===== config.mk =====
export PLATFORM = sky130hd
export DESIGN_NAME = sdpb_top
export DESIGN_NICKNAME = d
export VERILOG_FILES = /design/src/design/sdpb_pkg.sv /design/src/design/sdpb_top.sv /design/src/design/sdpb_cmd_decode.sv /design/src/design/sdpb_write_merge.sv
export VERILOG_INCLUDE_DIRS = /design/src /design/src/design
export SDC_FILE = /design/constraint.sdc
export NUM_CORES = 1
export LEC_CHECK = 0
export BUFFER_PORTS_ARGS = -buffer_cell sky130_fd_sc_hd__buf_4
export CELL_PAD_IN_SITES_DETAIL_PLACEMENT = 2
export CELL_PAD_IN_SITES_GLOBAL_PLACEMENT = 2
export CORE_UTILIZATION = 40
export DETAILED_ROUTE_END_ITERATION = 8
export HOLD_SLACK_MARGIN = 0.1
export PLACE_DENSITY_LB_ADDON = 0.1
export RECOVER_POWER = 50
export SYNTH_ARGS = -nofsm -noshare
export SYNTH_HDL_FRONTEND = slang
export SYNTH_SLANG_ARGS = --single-unit
export TNS_END_PERCENT = 1

===== constraint.sdc =====
create_clock -name clk -period 4.1 [get_ports clk]
set_input_delay 0.82 -clock clk [delete_from_list [all_inputs] [get_ports clk]]
set_output_delay 0.82 -clock clk [all_outputs]
set_load 0.005 [all_outputs]

===== src/design/sdpb_map.svh =====
// constants for the precharge and burst-terminate block
// Functional notes
// - write burst stops WL after terminate
// - read output stops RL after terminate
// - one mask per byte lane, masks beat
// - mask sampled exactly like write data
// - precharge decodes as CA 1,1,0,1
// - all-banks flag closes all, else bank bits
// - array write only after full 4-beat group
// - auto precharge low keeps bank open
// - auto precharge high closes bank itself
// - read auto precharge at later of two points
// - write auto precharge two cycles after burst
// - terminate decodes as CA 1,1,0,0
// - effective length is twice cycles to terminate
`ifndef SDPB_MAP_SVH
`define SDPB_MAP_SVH

`define SDPB_CA_W          10
`define SDPB_CA_ALL_BANKS  4
`define SDPB_CA_BANK_LO    7
`define SDPB_CA_BANK_HI    9
`define SDPB_CA_AUTO_PRE   0
`define SDPB_NUM_BANKS     8

`define SDPB_RL_DEF        3
`define SDPB_WL_DEF        1
`define SDPB_BL_DEF        8
`define SDPB_PREFETCH      4

`define SDPB_T_CK_NS       40
`define SDPB_T_RTP_NS      8
`define SDPB_RTP_CYC       (((`SDPB_T_RTP_NS + `SDPB_T_CK_NS - 1) / `SDPB_T_CK_NS) < 1 ? 1 : \
                            ((`SDPB_T_RTP_NS + `SDPB_T_CK_NS - 1) / `SDPB_T_CK_NS))
`define SDPB_WR_AP_GAP     2
`define SDPB_CNT_W         6

`endif


===== src/design/sdpb_pkg.sv =====
// types shared by the precharge and burst-terminate block
package sdpb_pkg;

  typedef enum logic [2:0] {
    cmd_nop,
    cmd_act,
    cmd_rd,
    cmd_wr,
    cmd_bst,
    cmd_pre,
    cmd_other
  } sdpb_cmd_t;

  typedef enum logic [1:0] {
    burst_idle,
    burst_read,
    burst_write
  } sdpb_burst_t;

endpackage


===== src/design/sdpb_top.sv =====
// burst terminate, write masking, precharge and auto precharge control
`timescale 1ns/10ps
`default_nettype none
`include "sdpb_map.svh"

module sdpb_top #(
  parameter int RL = `SDPB_RL_DEF,
  parameter int WL = `SDPB_WL_DEF,
  parameter int BL = `SDPB_BL_DEF,
  parameter int DW = 16,
  parameter int NB = DW / 8
) (
  input  wire logic                       clk,
  input  wire logic                       reset_n,
  input  wire logic                       cs_n,
  input  wire logic [`SDPB_CA_W-1:0]      ca_rise,
  input  wire logic [`SDPB_CA_W-1:0]      ca_fall,
  input  wire logic [DW-1:0]              dq_rise,
  input  wire logic [DW-1:0]              dq_fall,
  input  wire logic [NB-1:0]              write_byte_mask_rise,
  input  wire logic [NB-1:0]              write_byte_mask_fall,
  output logic [`SDPB_NUM_BANKS-1:0]      bank_open,
  output logic [`SDPB_NUM_BANKS-1:0]      precharge_start,
  output logic                            rd_data_en,
  output logic                            wr_data_en,
  output logic [4:0]                      eff_burst_len,
  output logic                            arr_we,
  output logic [2:0]                      arr_bank,
  output logic [4*DW-1:0]                 arr_data,
  output logic [4*NB-1:0]                 arr_byte_en
);

  localparam int HALF      = BL / 2;
  localparam int RTP       = `SDPB_RTP_CYC;
  localparam int RD_AP_D   = (HALF > HALF - 2 + RTP) ? HALF : HALF - 2 + RTP;
  localparam int WR_AP_D   = WL + HALF + `SDPB_WR_AP_GAP;
  localparam int RD_AP_CHK = RD_AP_D + 1;
  localparam int WR_AP_CHK = WR_AP_D + 1;
  localparam int RL_D      = RL;
  localparam int WL_D      = WL;
  localparam int RL_M1     = RL - 1;
  localparam int WL_M1     = WL - 1;
  localparam int NBK       = `SDPB_NUM_BANKS;
  localparam int CW        = `SDPB_CNT_W;

  generate
    if (RL < 1 || WL < 1 || RL > 8 || WL > 8) begin : g_bad_lat
      $error("latencies must lie in 1..8");
    end
    if (BL != 4 && BL != 8 && BL != 16) begin : g_bad_bl
      $error("burst length must be 4, 8 or 16");
    end
    if (RD_AP_D >= (1 << CW) || WR_AP_D >= (1 << CW)) begin : g_bad_cnt
      $error("auto precharge delay exceeds counter");
    end
    if (NB * 8 != DW) begin : g_bad_lanes
      $error("one mask lane per data byte");
    end
  endgenerate

  sdpb_pkg::sdpb_cmd_t cmd;
  logic [2:0]          bank_sel;
  logic                all_banks_flag;
  logic                auto_precharge_flag;

  sdpb_cmd_decode u_decode (
    .cs_n                (cs_n),
    .ca_rise             (ca_rise),
    .ca_fall             (ca_fall),
    .cmd                 (cmd),
    .bank_sel            (bank_sel),
    .all_banks_flag      (all_banks_flag),
    .auto_precharge_flag (auto_precharge_flag)
  );

  // read and write share the burst and auto precharge paths
  function automatic logic is_rw(input sdpb_pkg::sdpb_cmd_t c);
    return (c == sdpb_pkg::cmd_rd) || (c == sdpb_pkg::cmd_wr);
  endfunction

  // burst tracking: one burst in flight, the most recent read or write
  sdpb_pkg::sdpb_burst_t kind_ff, nxt_kind;
  logic [3:0]  age_ff, nxt_age;
  logic [3:0]  half_ff, nxt_half;
  logic        ap_burst_ff, nxt_ap_burst;
  logic        bst_done_ff, nxt_bst_done;
  logic [2:0]  wbank_ff, nxt_wbank;
  logic [4:0]  eff_ff, nxt_eff;
  logic [RL-1:0] rd_pipe_ff, nxt_rd_pipe;
  logic [WL-1:0] wr_pipe_ff, nxt_wr_pipe;
  logic        beat_rd, beat_wr, bst_ok, in_burst;

  always_comb begin
    nxt_kind     = kind_ff;
    nxt_age      = (age_ff == 4'hF) ? age_ff : age_ff + 4'h1;
    nxt_half     = half_ff;
    nxt_ap_burst = ap_burst_ff;
    nxt_bst_done = bst_done_ff;
    nxt_wbank    = wbank_ff;
    nxt_eff      = eff_ff;
    in_burst     = (kind_ff != sdpb_pkg::burst_idle) && ({1'b0, age_ff} + 5'h01 < {1'b0, half_ff});
    // a terminate outside a live burst, or after one already took effect, is ignored
    bst_ok       = (cmd == sdpb_pkg::cmd_bst) && in_burst && !bst_done_ff && !ap_burst_ff;
    beat_rd      = (kind_ff == sdpb_pkg::burst_read) && in_burst && !bst_ok;
    beat_wr      = (kind_ff == sdpb_pkg::burst_write) && in_burst && !bst_ok;
    if (bst_ok) begin
      nxt_bst_done = 1'b1;
      nxt_eff      = {age_ff + 4'h1, 1'b0};
      nxt_half     = age_ff + 4'h1;
    end
    if (is_rw(cmd)) begin
      nxt_kind     = (cmd == sdpb_pkg::cmd_rd) ? sdpb_pkg::burst_read : sdpb_pkg::burst_write;
      nxt_age      = 4'h0;
      nxt_half     = 4'(HALF);
      nxt_ap_burst = auto_precharge_flag;
      nxt_bst_done = 1'b0;
      nxt_wbank    = bank_sel;
      nxt_eff      = 5'(BL);
      beat_rd      = (cmd == sdpb_pkg::cmd_rd);
      beat_wr      = (cmd == sdpb_pkg::cmd_wr);
    end
    // oldest stage falls off the top of each latency pipe
    nxt_rd_pipe = RL'({rd_pipe_ff, beat_rd});
    nxt_wr_pipe = WL'({wr_pipe_ff, beat_wr});
  end

  always_ff @(posedge clk or negedge reset_n) begin
    if (!reset_n) begin
      kind_ff     <= sdpb_pkg::burst_idle;
      age_ff      <= 4'h0;
      half_ff     <= 4'h0;
      ap_burst_ff <= 1'b0;
      bst_done_ff <= 1'b0;
      wbank_ff    <= 3'h0;
      eff_ff      <= 5'h00;
      rd_pipe_ff  <= '0;
      wr_pipe_ff  <= '0;
    end else begin
      kind_ff     <= nxt_kind;
      age_ff      <= nxt_age;
      half_ff     <= nxt_half;
      ap_burst_ff <= nxt_ap_burst;
      bst_done_ff <= nxt_bst_done;
      wbank_ff    <= nxt_wbank;
      eff_ff      <= nxt_eff;
      rd_pipe_ff  <= nxt_rd_pipe;
      wr_pipe_ff  <= nxt_wr_pipe;
    end
  end

  // bank state and precharge, one auto precharge counter per bank
  logic [NBK-1:0]  open_ff, nxt_open;
  logic [NBK-1:0]  pre_ff, nxt_pre;
  logic [CW-1:0]   ap_cnt_ff [NBK];
  logic [CW-1:0]   nxt_ap_cnt [NBK];
  logic            ap_any;

  always_comb begin
    nxt_open = open_ff;
    nxt_pre  = '0;
    ap_any   = 1'b0;
    for (int b = 0; b < NBK; b++) begin
      nxt_ap_cnt[b] = ap_cnt_ff[b];
      if (ap_cnt_ff[b] != '0) begin
        ap_any        = 1'b1;
        nxt_ap_cnt[b] = ap_cnt_ff[b] - 1'b1;
        if (ap_cnt_ff[b] == CW'(1)) begin
          nxt_pre[b] = 1'b1;
        end
      end
    end
    if (cmd == sdpb_pkg::cmd_pre) begin
      if (all_banks_flag) begin
        nxt_pre = '1;
      end else begin
        nxt_pre[bank_sel] = 1'b1;
      end
    end
    // auto precharge low leaves the bank open after the burst
    if (is_rw(cmd) && auto_precharge_flag) begin
      nxt_ap_cnt[bank_sel] = (cmd == sdpb_pkg::cmd_rd) ? CW'(RD_AP_D) : CW'(WR_AP_D);
    end
    nxt_open = nxt_open & ~nxt_pre;
    // activate sets the bank last so a same-cycle closing pulse cannot hide it
    if (cmd == sdpb_pkg::cmd_act) begin
      nxt_open[bank_sel] = 1'b1;
    end
  end

  always_ff @(posedge clk or negedge reset_n) begin
    if (!reset_n) begin
      open_ff <= '0;
      pre_ff  <= '0;
      for (int b = 0; b < NBK; b++) begin
        ap_cnt_ff[b] <= '0;
      end
    end else begin
      open_ff <= nxt_open;
      pre_ff  <= nxt_pre;
      for (int b = 0; b < NBK; b++) begin
        ap_cnt_ff[b] <= nxt_ap_cnt[b];
      end
    end
  end

  sdpb_write_merge #(
    .DW (DW),
    .NB (NB)
  ) u_merge (
    .clk                  (clk),
    .reset_n              (reset_n),
    .beat_valid           (wr_pipe_ff[WL-1]),
    .bank_in              (wbank_ff),
    .dq_rise              (dq_rise),
    .dq_fall              (dq_fall),
    .write_byte_mask_rise (write_byte_mask_rise),
    .write_byte_mask_fall (write_byte_mask_fall),
    .arr_we               (arr_we),
    .arr_bank             (arr_bank),
    .arr_data             (arr_data),
    .arr_byte_en          (arr_byte_en)
  );

  assign bank_open       = open_ff;
  assign precharge_start = pre_ff;
  assign rd_data_en      = rd_pipe_ff[RL-1];
  assign wr_data_en      = wr_pipe_ff[WL-1];
  assign eff_burst_len   = eff_ff;
endmodule
`default_nettype wire


===== src/design/sdpb_cmd_decode.sv =====
// command decoder for chip select and the command/address bus
`timescale 1ns/10ps
`default_nettype none
`include "sdpb_map.svh"

module sdpb_cmd_decode (
  input  wire logic                     cs_n,
  input  wire logic [`SDPB_CA_W-1:0]    ca_rise,
  input  wire logic [`SDPB_CA_W-1:0]    ca_fall,
  output sdpb_pkg::sdpb_cmd_t           cmd,
  output logic [2:0]                    bank_sel,
  output logic                          all_banks_flag,
  output logic                          auto_precharge_flag
);

  function automatic sdpb_pkg::sdpb_cmd_t decode_cmd(input logic csn, input logic [3:0] c);
    sdpb_pkg::sdpb_cmd_t r;
    r = sdpb_pkg::cmd_other;
    if (csn) begin
      r = sdpb_pkg::cmd_nop;
    end else if (c[0] && c[1] && !c[2]) begin
      r = c[3] ? sdpb_pkg::cmd_pre : sdpb_pkg::cmd_bst;
    end else if (c[0] && !c[1]) begin
      r = c[2] ? sdpb_pkg::cmd_rd : sdpb_pkg::cmd_wr;
    end else if (!c[0] && c[1]) begin
      r = sdpb_pkg::cmd_act;
    end
    return r;
  endfunction

  always_comb begin
    cmd                 = decode_cmd(cs_n, ca_rise[3:0]);
    bank_sel            = ca_rise[`SDPB_CA_BANK_HI:`SDPB_CA_BANK_LO];
    all_banks_flag      = ca_rise[`SDPB_CA_ALL_BANKS];
    auto_precharge_flag = ca_fall[`SDPB_CA_AUTO_PRE];
  end

endmodule
`default_nettype wire


===== src/design/sdpb_write_merge.sv =====
// gathers write beats into 4-beat prefetch groups for the array
`timescale 1ns/10ps
`default_nettype none
`include "sdpb_map.svh"

module sdpb_write_merge #(
  parameter int DW = 16,
  parameter int NB = DW / 8
) (
  input  wire logic                 clk,
  input  wire logic                 reset_n,
  input  wire logic                 beat_valid,
  input  wire logic [2:0]           bank_in,
  input  wire logic [DW-1:0]        dq_rise,
  input  wire logic [DW-1:0]        dq_fall,
  input  wire logic [NB-1:0]        write_byte_mask_rise,
  input  wire logic [NB-1:0]        write_byte_mask_fall,
  output logic                      arr_we,
  output logic [2:0]                arr_bank,
  output logic [4*DW-1:0]           arr_data,
  output logic [4*NB-1:0]           arr_byte_en
);

  generate
    if (DW % 8 != 0 || NB * 8 != DW) begin : g_bad_width
      $error("data width must be whole bytes");
    end
  endgenerate

  logic              second_ff, nxt_second;
  logic [2*DW-1:0]   first_data_ff, nxt_first_data;
  logic [2*NB-1:0]   first_mask_ff, nxt_first_mask;
  logic              we_ff, nxt_we;
  logic [2:0]        bank_ff, nxt_bank;
  logic [4*DW-1:0]   data_ff, nxt_data;
  logic [4*NB-1:0]   be_ff, nxt_be;

  // mask travels beside its beat through the same flops as the data
  always_comb begin
    nxt_second     = 1'b0;
    nxt_first_data = first_data_ff;
    nxt_first_mask = first_mask_ff;
    nxt_we         = 1'b0;
    nxt_bank       = bank_ff;
    nxt_data       = data_ff;
    nxt_be         = be_ff;
    if (beat_valid) begin
      if (!second_ff) begin
        nxt_second     = 1'b1;
        nxt_first_data = {dq_fall, dq_rise};
        nxt_first_mask = {write_byte_mask_fall, write_byte_mask_rise};
      end else begin
        nxt_we   = 1'b1;
        nxt_bank = bank_in;
        nxt_data = {dq_fall, dq_rise, first_data_ff};
        nxt_be   = ~{write_byte_mask_fall, write_byte_mask_rise, first_mask_ff};
      end
    end
  end

  always_ff @(posedge clk or negedge reset_n) begin
    if (!reset_n) begin
      second_ff     <= 1'b0;
      first_data_ff <= '0;
      first_mask_ff <= '0;
      we_ff         <= 1'b0;
      bank_ff       <= 3'h0;
      data_ff       <= '0;
      be_ff         <= '0;
    end else begin
      second_ff     <= nxt_second;
      first_data_ff <= nxt_first_data;
      first_mask_ff <= nxt_first_mask;
      we_ff         <= nxt_we;
      bank_ff       <= nxt_bank;
      data_ff       <= nxt_data;
      be_ff         <= nxt_be;
    end
  end

  assign arr_we      = we_ff;
  assign arr_bank    = bank_ff;
  assign arr_data    = data_ff;
  assign arr_byte_en = be_ff;
endmodule
`default_nettype wire


==> results of run 1 <==
==> cells by family after synthesis <==
logic type / count (synthesis) / share of synthesized area [%]
xor+xnor: 23 / 2.32
other cells: 1 / 0.0432
fa+ha+maj: 24 / 3.46
buf+inv: 65 / 3.23
compound gates: 84 / 6.17
simple gates: 197 / 12.7
flops: 196 / 56.5
mux: 121 / 15.6
==> layer usage <==
| layer | global-route usage [%] | up-vias |
|---|---|---|
| li1 | - | 2769 |
| met1 | 25.9 | 3077 |
| met2 | 41.3 | 125 |
| met3 | 4.31 | 18 |
| met4 | 6.07 | 0 |
| met5 | 0 | - |
==> metrics by stage <==
step	total power, mW	setup WS (ns)
2_1_floorplan	4.31	1.73
3_3_place_gp	4.89	0.874
3_5_place_dp	5.19	0.780
4_1_cts	6.89	1.23
5_1_grt	7.23	0.542
6_report	6.75	0.917
==> registers in the layout, indices dropped and copies added (netlist names), 4 cells and up <==
signal,flops
u_merge.arr_byte_en,8
bank_open,8
ap_cnt_ff,48
u_merge.first_mask_ff,4
precharge_start,8
eff_burst_len,4
u_merge.first_data_ff,32
u_merge.arr_data,64
age_ff,4
==> cells in the mapped netlist (3+ instances only) <==
master,number
nor2b_1,6
nor4_4,6
nor3_1,27
clkbuf_1,8
and4b_1,4
o22ai_1,8
mux2_2,111
a21oi_1,14
nand3_1,13
xnor2_1,11
a211o_1,5
nand3b_1,8
inv_1,39
mux2i_1,10
nor2_1,49
ha_1,24
xor2_1,12
dfrtp_1,196
nand4b_1,3
a21o_1,6
nand2b_1,6
o21ai_0,31
o31ai_1,4
nand2_1,56
buf_2,14
==> report_power, final <==
| group | internal (mW) | total (mW) | switching, mW |
|---|---|---|---|
| registers | 2.57 | 3.08 | 0.511 |
| logic | 1.03 | 2.06 | 1.02 |
| clock network | 0.810 | 1.62 | 0.809 |
| total | 4.41 | 6.75 | 2.34 |
==> worst reg2reg max path, delay by kind of cell, from the launching register on <==
kind,cells,cell delay (ns)
muxes,1,0.50
DFF,1,0.39
and+or+nand+nor,1,0.32
buffers and inverters,2,1.86
==> layout make-up <==
class	instances	area, um2	share of cell area (%)
Clock buffer	18	429	4.06
Clock inverter	14	144	1.36
Multi-Input combinational cell	450	3490	33.0
Tap cell	275	344	3.25
Inverter	40	150	1.42
Timing Repair Buffer	152	1120	10.6
Sequential cell	196	4900	46.4
==> how the worst max path moves through the flow <==
stage / startpoint / endpoint / slack [ns] / cells after the start
2_1_floorplan: ca_rise[0] / ap_cnt_ff[30] / 1.73 / 6
3_3_place_gp: ca_rise[1] / eff_burst_len[3] / 0.87 / 6
3_5_place_dp: ca_rise[1] / eff_burst_len[3] / 0.78 / 6
4_1_cts: ca_rise[1] / eff_burst_len[3] / 1.23 / 6
5_1_grt: reset_n / rd_pipe_ff[0] / 0.54 / 2
6_report: wr_data_en / u_merge.arr_data[47] / 0.92 / 4
==> cells in the final DEF (no fill, tap or decap), types with 8 or more instances in the layout <==
cell,Yosys,final
a21oi_1,14,14
buf_4,1,115
clkbuf_1,8,9
clkbuf_16,0,17
clkbuf_4,0,26
dfrtp_1,196,196
ha_1,24,24
inv_1,39,40
mux2_2,111,111
mux2i_1,10,10
nand2_1,56,56
nand3_1,13,13
nand3b_1,8,8
nor2_1,49,49
nor3_1,27,27
o21ai_0,31,31
o22ai_1,8,8
xnor2_1,11,11
xor2_1,12,12
==> flow_metrics.env, run 1 <==
export IMPL_ys_warn_count=0
export IMPL_period_minus_slack_ns=3.18
export IMPL_track_usage_pct=22.3
export IMPL_layout_drive_gt1_share_pct=34.8
export IMPL_yosys_cell_types_count=54
export IMPL_htree_levels=4
export IMPL_dp_hpwl_mm=16.5
export IMPL_cp_arrival_ns=3.50
export IMPL_rrSetupSlack_ns=0.92
export IMPL_totalWireLength_mm=23.4
export IMPL_finalSetupViolCount=0
export IMPL_wl_per_cell_um=20.4
export IMPL_cts_hold_buffers=0
export IMPL_whs_ns=0.349
export IMPL_status="complete, but fails checks"
export IMPL_ys_flop_type="dfrtp_1"
export IMPL_hold_path_depth=0
export IMPL_violations="max-capacitance violations, max-slew violations"
export IMPL_synth_fp_nets=794
export IMPL_min_path_type="reg -> reg"
export IMPL_utilization_pct=50.0
export IMPL_p_leak_nw=5.16
export IMPL_clock_sinks=196
export IMPL_path_buf_inv=2
export IMPL_yosys_area_top_type="dfrtp_1"
export IMPL_synth_edf_count=0
export IMPL_r2r_cells=4
export IMPL_tns_ns=0
export IMPL_clockBufferDepth=2
export IMPL_synth_area_leaders="dfrtp_1, mux2_2, ha_1, nand2_1, nor2_1"
export IMPL_final_cell_area_um2=10600
export IMPL_rr_startpoint="wr_data_en"
export IMPL_row_count=53
export IMPL_area_delta_synth_final_pct=22.0
export IMPL_cp_end_kind="register"
export IMPL_antenna_found_initial=0
export IMPL_top_layer="met4"
export IMPL_synthCells=711
export IMPL_start_util_pct=41.0
export IMPL_dr_total_vias=5989
export IMPL_critPathTopFamily="buffers and inverters"
export IMPL_min_period_over_period_pct=77.6
export IMPL_wl_met1_mm=9.67
export IMPL_hold_path_startpoint="rd_pipe_ff[0]"
export IMPL_die_w_um=149
export IMPL_peakVddDrop_mv=0.300
export IMPL_cts_buffers=17
export IMPL_ys_ff_latch=196
export IMPL_cap_violations=3
export IMPL_dieArea_um2=22300
export IMPL_io_buffers=145
export IMPL_fp_dieH_um=149
export IMPL_rr_endpoint="u_merge.arr_data[47]"
export IMPL_dpl_cell_count=1113
export IMPL_grt_max_degree=111
export IMPL_grt_pass1_vias=6891
export IMPL_finClkSkew_ns=0.0102
export IMPL_cts_resized=0
export IMPL_wl_met2_mm=12.6
export IMPL_clkSlewWorstSetupHoldPaths_ns=0.08
export IMPL_min_to="rd_pipe_ff[1]"
export IMPL_ys_seq_area_share_pct=56.5
export IMPL_place_area_um2=10100
export IMPL_cts_root_buffer_cell="clkbuf_16"
export IMPL_grt_pass1_wl_mm=37.7
export IMPL_synth_top_cell_area_share_pct=56.5
export IMPL_avgSynthCellArea_um2=12.2
export IMPL_drtIter0Drc=161
export IMPL_viasPerCell=5.23
export IMPL_crit_path_top_delay_cell="clkbuf_1"
export IMPL_required_ns=4.41
export IMPL_cts_tree="done"
export IMPL_drtAntennaViolNets=0
export IMPL_max_slew_margin_pct=-83.4
export IMPL_worstPathCellList="nand2_1 > inv_1 > clkbuf_1 > mux2_2"
export IMPL_ios=158
export IMPL_layout_nets=940
export IMPL_route_detailed_drc=0
export IMPL_postCtsSetupBuffers=0
export IMPL_clk_latency_ns=0.44
export IMPL_max_freq_mhz=314
export IMPL_cp_max_fo=37
export IMPL_worst_pin_slew_ns=2.75
export IMPL_fin_cells=1145
export IMPL_globalRoute_totalOverflow=0
export IMPL_fillers=2072
export IMPL_wl_met3_um=798
export IMPL_p_per_area_nw_per_um2=638
export IMPL_async_flop_share_pct=100
export IMPL_gp_congestion=0.769
export IMPL_finalHoldViolations=0
export IMPL_slowest_delay_ns=1.54
export IMPL_slew_violations=186
export IMPL_crit_path_start_kind="register"
export IMPL_num_antenna_cells=0
export IMPL_syn_area_um2=8670
export IMPL_crit_type="reg -> reg"
export IMPL_core_um2=21200
export IMPL_dr_pass1_iters=4
export IMPL_rsz0062_at_grt="false"
Power figures use the tool's default switching activity.
==> run 2, diff against run 1 <==
--- a/config.mk
+++ b/config.mk
@@ -6,10 +6,11 @@
 export SDC_FILE = /design/constraint.sdc
 export NUM_CORES = 1
 export LEC_CHECK = 0
+export ABC_AREA = 1
 export BUFFER_PORTS_ARGS = -buffer_cell sky130_fd_sc_hd__buf_4
 export CELL_PAD_IN_SITES_DETAIL_PLACEMENT = 2
 export CELL_PAD_IN_SITES_GLOBAL_PLACEMENT = 2
-export CORE_UTILIZATION = 40
+export CORE_UTILIZATION = 33
 export DETAILED_ROUTE_END_ITERATION = 8
 export HOLD_SLACK_MARGIN = 0.1
 export PLACE_DENSITY_LB_ADDON = 0.1
==> constraint.sdc (replaced) <==
create_clock -name clk -period 3.15 [get_ports clk]
set_input_delay 0.63 -clock clk [delete_from_list [all_inputs] [get_ports clk]]
set_output_delay 0.63 -clock clk [all_outputs]
set_load 0.005 [all_outputs]
==> run 2 against run 1 <==
- die area grew 19%
- via count grew 14%
- clock skew grew 0.0047 ns
- flip-flop and latch count is the same
- critical endpoint is now ap_cnt_ff[13]
- highest routed layer unchanged
- sequential power grew 45%
- hold slack gained 0.0065 ns
- the flow still finishes with violations (max-capacitance violations, max-slew violations)
==> flow_metrics.env, run 2 <==
export IMPL_gp_congestion=0.744
export IMPL_cp_end_kind="register"
export IMPL_cts_root_buffer_cell="clkbuf_16"
export IMPL_place_area_um2=10000
export IMPL_ios=158
export IMPL_tns_ns=0
export IMPL_path_buf_inv=3
export IMPL_status="complete, but fails checks"
export IMPL_switching_share_pct=37.5
export IMPL_num_antenna_cells=0
export IMPL_rr_startpoint="wr_data_en"
export IMPL_final_cell_area_um2=10600
export IMPL_dieArea_um2=26600
export IMPL_synthCells=961
export IMPL_cts_buffers=17
export IMPL_htree_levels=4
export IMPL_rr_endpoint="u_merge.first_data_ff[18]"
export IMPL_avgSynthCellArea_um2=8.91
export IMPL_p_clk_share_pct=20.8
export IMPL_dp_hpwl_mm=16.2
export IMPL_critPathTopFamily="simple AND/OR/NAND/NOR gates"
export IMPL_ys_seq_area_share_pct=57.3
export IMPL_r2r_cells=6
export IMPL_postCtsSetupBuffers=0
export IMPL_die_w_um=163
export IMPL_track_usage_pct=18.4
export IMPL_max_freq_mhz=440
export IMPL_synth_edf_count=0
export IMPL_switchingPower_mw=3.92
export IMPL_total_power_mw=10.5
export IMPL_async_flop_share_pct=100
export IMPL_hold_path_startpoint="rd_pipe_ff[1]"
export IMPL_fillers=2836
export IMPL_totalWireLength_mm=22.9
export IMPL_slew_violations=76
export IMPL_crit_path_frequent_cell="nor2_1"
export IMPL_clkSlewWorstSetupHoldPaths_ns=0.08
export IMPL_ys_warn_count=0
export IMPL_syn_area_um2=8560
export IMPL_p_per_area_nw_per_um2=987
export IMPL_synth_fp_nets=1044
export IMPL_yosys_cell_types_count=37
export IMPL_violations="max-capacitance violations, max-slew violations"
export IMPL_crit_type="in -> reg"
export IMPL_worstPathCellList="clkbuf_1 > inv_1 > ha_1 > nor2_1 > o21ai_0 > nor2_1 > nand2_1 > inv_2 > nand2_1 > nor2_1 > a21oi_1"
export IMPL_synth_top_cell_area_share_pct=57.3
export IMPL_clk_latency_ns=0.44
export IMPL_synth_area_leaders="dfrtp_1, nand2_1, inv_1, o21ai_0, ha_1"
export IMPL_cap_violations=1
export IMPL_ys_ff_latch=196
export IMPL_core_um2=25300
export IMPL_min_path_type="reg -> reg"
export IMPL_wl_per_cell_um=15.8
export IMPL_p_int_mw=6.53
export IMPL_rrSetupSlack_ns=0.96
export IMPL_seq_power_share_pct=42.7
export IMPL_required_ns=3.46
export IMPL_p_leak_nw=5.78
export IMPL_cp_arrival_ns=2.58
export IMPL_area_delta_synth_final_pct=23.6
export IMPL_period_minus_slack_ns=2.27
export IMPL_cts_hold_buffers=0
export IMPL_clockBufferDepth=2
export IMPL_antenna_found_initial=0
export IMPL_layout_commonest_cell="nand2_1"
export IMPL_clock_sinks=196
export IMPL_final_cell_mix="nand2_1, dfrtp_1, buf_4"
export IMPL_largest_reg_flops=64
export IMPL_drtAntennaViolNets=0
export IMPL_min_period_over_period_pct=72.1
export IMPL_grt_pass1_wl_mm=38.5
export IMPL_cts_tree="done"
export IMPL_max_slew_margin_pct=-31.8
export IMPL_layout_nets=1191
export IMPL_start_util_pct=33.8
export IMPL_crit_path_top_delay_cell="nor2_1"
export IMPL_cts_resized=0
export IMPL_worst_pin_slew_ns=1.98
export IMPL_synthTopCellsByCount="nand2_1, dfrtp_1, inv_1"
export IMPL_globalRoute_totalOverflow=0
export IMPL_crit_path_start_kind="input port"
export IMPL_finalHoldViolations=0
export IMPL_layout_drive_gt1_share_pct=18.0
export IMPL_io_buffers=145
export IMPL_yosysMostFrequentCell="nand2_1"
export IMPL_rsz0062_at_grt="false"
export IMPL_route_detailed_drc=0
export IMPL_fp_dieH_um=163
export IMPL_finalSetupViolCount=0
export IMPL_grt_pass1_vias=7487
export IMPL_viasPerCell=4.70
export IMPL_drtIter0Drc=323
export IMPL_ys_flop_type="dfrtp_1"
export IMPL_p_comb_share_pct=36.5
export IMPL_min_to="rd_pipe_ff[2]"
export IMPL_dr_pass1_iters=4
export IMPL_grt_max_degree=77
export IMPL_whs_ns=0.356
export IMPL_row_count=58
export IMPL_dr_total_vias=6818
export IMPL_peakVddDrop_mv=0.320
export IMPL_finClkSkew_ns=0.0149
export IMPL_cp_max_fo=7
export IMPL_yosys_area_top_type="dfrtp_1"
export IMPL_hold_path_depth=0
export IMPL_slowest_delay_ns=0.40
==> run 2: cell count changes in the layout (fill, tap and decap cells not counted), moves of 8 or more <==
cell      change
nand2_1     +231
mux2_2      -111
inv_1        +76
o21ai_0      +56
buf_4        +26
nand3_1      +24
nand4_1      +21
clkbuf_4     -19
xor2_1       +12
mux2i_1      -10
nand3b_1      -8
o21ai_1       +8
o22ai_1       -8
==> run 2: how the worst max path moves through the flow <==
stage / start / end / slack, ns / cells past startpoint
6_report: ca_rise[0] / ap_cnt_ff[13] / 0.88 / 11
5_1_grt: reset_n / bank_open[1] / 0.51 / 2
4_1_cts: age_ff[0] / eff_burst_len[4] / 1.13 / 10
3_5_place_dp: ca_rise[0] / bank_open[2] / 0.82 / 8
3_3_place_gp: ca_rise[0] / bank_open[2] / 0.84 / 8
2_1_floorplan: ca_rise[0] / rd_pipe_ff[0] / 1.29 / 9
==> run 2: stage by stage <==
| stage | std cells | utilization [%] | worst slack, ns |
|---|---|---|---|
| finish | 1451 | 41.8 | 0.878 |
| global route | 1451 | 41.8 | 0.508 |
| CTS | 1451 | 42.0 | 1.13 |
| detailed placement | 1419 | 39.7 | 0.815 |
| global placement | 1419 | 39.7 | 0.841 |
| floorplan | 961 | - | 1.29 |
==> run 2: power groups by stage <==
| stage | combinational (mW) | clock [mW] | sequential [mW] |
|---|---|---|---|
| global route | 4.43 | 2.34 | 4.62 |
| global placement | 3.69 | 0 | 4.45 |
| CTS | 3.94 | 2.25 | 4.49 |
| floorplan | 2.22 | 0 | 4.37 |
| detailed placement | 3.89 | 0 | 4.50 |
| finish | 3.81 | 2.18 | 4.46 |
==> run 2: final cells by class <==
cell class                      count  area (um2)  share of cell area, %
Inverter                          126         477                   4.50
Clock inverter                     14         159                   1.50
Multi-Input combinational cell    612        3050                   28.8
Clock buffer                       18         429                   4.05
Sequential cell                   196        4900                   46.3
Timing Repair Buffer              155        1160                   10.9
Tap cell                          330         413                   3.90
==> run 2: worst register-to-register path: stages, from the launching register on <==
cell     delay [ns]
dfrtp_1        0.42
inv_1          0.07
nor2_1         0.35
inv_1          0.64
buf_4          0.44
nand2_1        0.08
o21ai_0        0.08
==> run 2: kinds of logic (layout without fill, tap and decap cells) <==
family | Yosys count | in the layout | synth area share [%]
simple gates | 432 | 432 | 21.4
flops | 196 | 196 | 57.3
buf+inv | 153 | 313 | 6.97
compound gates | 123 | 123 | 7.53
xor+xnor | 32 | 32 | 3.27
fa+ha+maj | 24 | 24 | 3.51
other cells | 1 | 1 | 0.0438
==> run 2: routing by layer <==
| layer | GRT usage (%) | wire [um] | share of wire [%] | vias to the layer above |
|---|---|---|---|---|
| met2 | 31.6 | 11300 | 49 | 113 |
| met3 | 3.56 | 778 | 3.4 | 4 |
| li1 | - | - | - | 3311 |
| met1 | 24.1 | 10800 | 47 | 3390 |
| met4 | 3.99 | 97 | 0.42 | 0 |
| met5 | 0 | 0 | 0 | - |
==> run 3, diff against run 2 <==
==> constraint.sdc (replaced) <==
create_clock -name clk -period 2.1 [get_ports clk]
set_input_delay 0.42 -clock clk [delete_from_list [all_inputs] [get_ports clk]]
set_output_delay 0.42 -clock clk [all_outputs]
set_load 0.005 [all_outputs]
==> run 3 against run 2 <==
- the run now ends clean
- hold slack got worse by 0.17 ns
- first-iteration DRC count down 30%
- clock power up 56%
- critical endpoint is now eff_burst_len[4]
==> flow_metrics.env, run 3 (same netlist as run 2, synthesis figures left out) <==
export IMPL_dieArea_um2=26600
export IMPL_ios=158
export IMPL_crit_path_frequent_cell="nand2_1"
export IMPL_clk_latency_ns=0.45
export IMPL_track_usage_pct=18.3
export IMPL_utilization_pct=42.4
export IMPL_max_slew_margin_pct=14.3
export IMPL_antenna_found_initial=0
export IMPL_num_antenna_cells=0
export IMPL_finalSetupViolCount=0
export IMPL_start_util_pct=33.8
export IMPL_htree_levels=4
export IMPL_area_delta_synth_final_pct=25.5
export IMPL_worst_pin_slew_ns=1.29
export IMPL_status="complete, no violations"
export IMPL_grt_pass1_wl_mm=38.4
export IMPL_use_met2_pct=31.3
export IMPL_crit_type="reg -> reg"
export IMPL_finClkSkew_ns=0.0154
export IMPL_gr_usage_met1_pct=24.1
export IMPL_dp_hpwl_mm=16.1
export IMPL_grt_pass1_vias=7544
export IMPL_peakVddDrop_mv=0.498
export IMPL_critPathTopFamily="adder cells"
export IMPL_cts_buffers=17
export IMPL_fp_dieH_um=163
export IMPL_min_path_type="in -> reg"
export IMPL_slowest_delay_ns=0.44
export IMPL_tns_ns=0
export IMPL_final_cell_mix="nand2_1, dfrtp_1, buf_4"
export IMPL_clock_sinks=196
export IMPL_core_um2=25300
export IMPL_p_leak_nw=5.85
export IMPL_layout_nets=1202
export IMPL_drtAntennaViolNets=0
export IMPL_crit_path_top_delay_cell="dfrtp_1"
export IMPL_cp_end_kind="register"
export IMPL_fillers=2846
export IMPL_cts_tree="done"
export IMPL_globalRoute_busiestLayer="met2"
export IMPL_wl_per_cell_um=15.7
export IMPL_viasPerCell=4.77
export IMPL_totalWireLength_mm=22.9
export IMPL_period_minus_slack_ns=1.90
export IMPL_path_buf_inv=1
export IMPL_layout_drive_gt1_share_pct=19.7
export IMPL_drtIter0Drc=227
export IMPL_dr_total_vias=6971
export IMPL_max_freq_mhz=527
export IMPL_cap_violations=0
export IMPL_finalHoldViolations=0
export IMPL_seq_area_um2=4900
export IMPL_crit_path_start_kind="register"
export IMPL_clkSlewWorstSetupHoldPaths_ns=0.07
export IMPL_clockBufferDepth=2
export IMPL_route_detailed_drc=0
export IMPL_globalRoute_totalOverflow=0
export IMPL_gp_congestion=0.735
export IMPL_die_w_um=163
export IMPL_slew_violations=0
export IMPL_rsz0062_at_grt="false"
export IMPL_met3_usage_pct=2.82
export IMPL_cts_root_buffer_cell="clkbuf_16"
export IMPL_final_cell_area_um2=10700
export IMPL_largest_reg_flops=64
export IMPL_total_power_mw=15.8
export IMPL_cp_max_fo=5
export IMPL_required_ns=2.47
export IMPL_cp_arrival_ns=2.27
export IMPL_p_per_area_nw_per_um2=1470
export IMPL_min_period_over_period_pct=90.3
export IMPL_grt_max_degree=113
export IMPL_place_area_um2=10200
export IMPL_whs_ns=0.183
export IMPL_row_count=58
export IMPL_io_buffers=145
export IMPL_layout_commonest_cell="nand2_1"
export IMPL_worstPathCellList="ha_1 > ha_1 > nand2_1 > nand2_1 > nand2_1 > nand2_1 > nand2_1 > nand2_1 > inv_1 > nand4_1 > nand2_1"
export IMPL_multi_input_area_um2=3070
export IMPL_dr_pass1_iters=4
[run 3: cell count changes in the layout (fill, tap and decap cells not counted), moves of 2 or more]
| cell | before | now |
|---|---|---|
| nor2_1 | 49 | 46 |
| inv_8 | 4 | 1 |
| inv_1 | 116 | 114 |
| clkbuf_4 | 7 | 1 |
| buf_6 | 0 | 2 |
| o21ai_1 | 9 | 11 |
| nor2_2 | 1 | 3 |
| inv_2 | 7 | 9 |
| clkbuf_1 | 4 | 0 |
| clkinv_8 | 4 | 7 |
| buf_4 | 141 | 158 |
| o21ai_0 | 87 | 84 |
[run 3: worst register-to-register path, cell delays in order, from the launching register on]
cell and delay, ns:
dfrtp_1 0.44, ha_1 0.37, ha_1 0.28, nand2_1 0.07, nand2_1 0.07, nand2_1 0.06
nand2_1 0.04, nand2_1 0.11, nand2_1 0.11, inv_1 0.11, nand4_1 0.08, nand2_1 0.08
[run 3: what timing repair did]
item	in CTS	in global routing
hold endpoints to repair	41	0
setup buffers	0	0
endpoints found under the setup margin	0	1
hold buffers	1	0
gates resized for setup	0	1
[run 3: worst paths after layout]
check,to,cells after the start,slack [ns],startpoint
worst min register to register,rd_pipe_ff[2],0,0.36,rd_pipe_ff[1]
worst min-delay path,u_merge.arr_byte_en[5],2,0.18,write_byte_mask_rise[1]
worst max-delay path,eff_burst_len[4],11,0.20,age_ff[0]
max in group asynchronous,u_merge.first_data_ff[8],3,0.29,reset_n
min in group asynchronous,u_merge.arr_data[9],2,0.78,reset_n
worst max register to register,eff_burst_len[4],11,0.20,age_ff[0]
[run 3: stage by stage]
stage                     instances  setup WS [ns]
after detailed placement       1429          0.117
after global placement         1429          0.152
after global routing           1462         0.0183
after floorplan                 961          0.453
final                          1462          0.204
after CTS                      1462          0.131
[run 3: power by group]
part           leakage, nW  total, mW  switching [mW]  internal [mW]
sequential            2.42       6.66            1.11           5.55
combinational         3.14       5.74            3.06           2.68
clock                0.301       3.40            1.74           1.66
total                 5.85       15.8            5.92           9.88
[run 3: final cells by class]
type | count | share of cell area [%]
Timing Repair Buffer | 166 | 11.7
Inverter | 126 | 4.44
Sequential cell | 196 | 45.6
Clock inverter | 14 | 1.72
Clock buffer | 18 | 4.09
Multi-Input combinational cell | 612 | 28.5
Tap cell | 330 | 3.84
[run 3: layer usage]
| layer | part of all wire (%) | vias up |
|---|---|---|
| met5 | 0 | - |
| met4 | 0.87 | 0 |
| met3 | 2.8 | 10 |
| met2 | 49 | 105 |
| met1 | 47 | 3513 |
| li1 | - | 3343 |
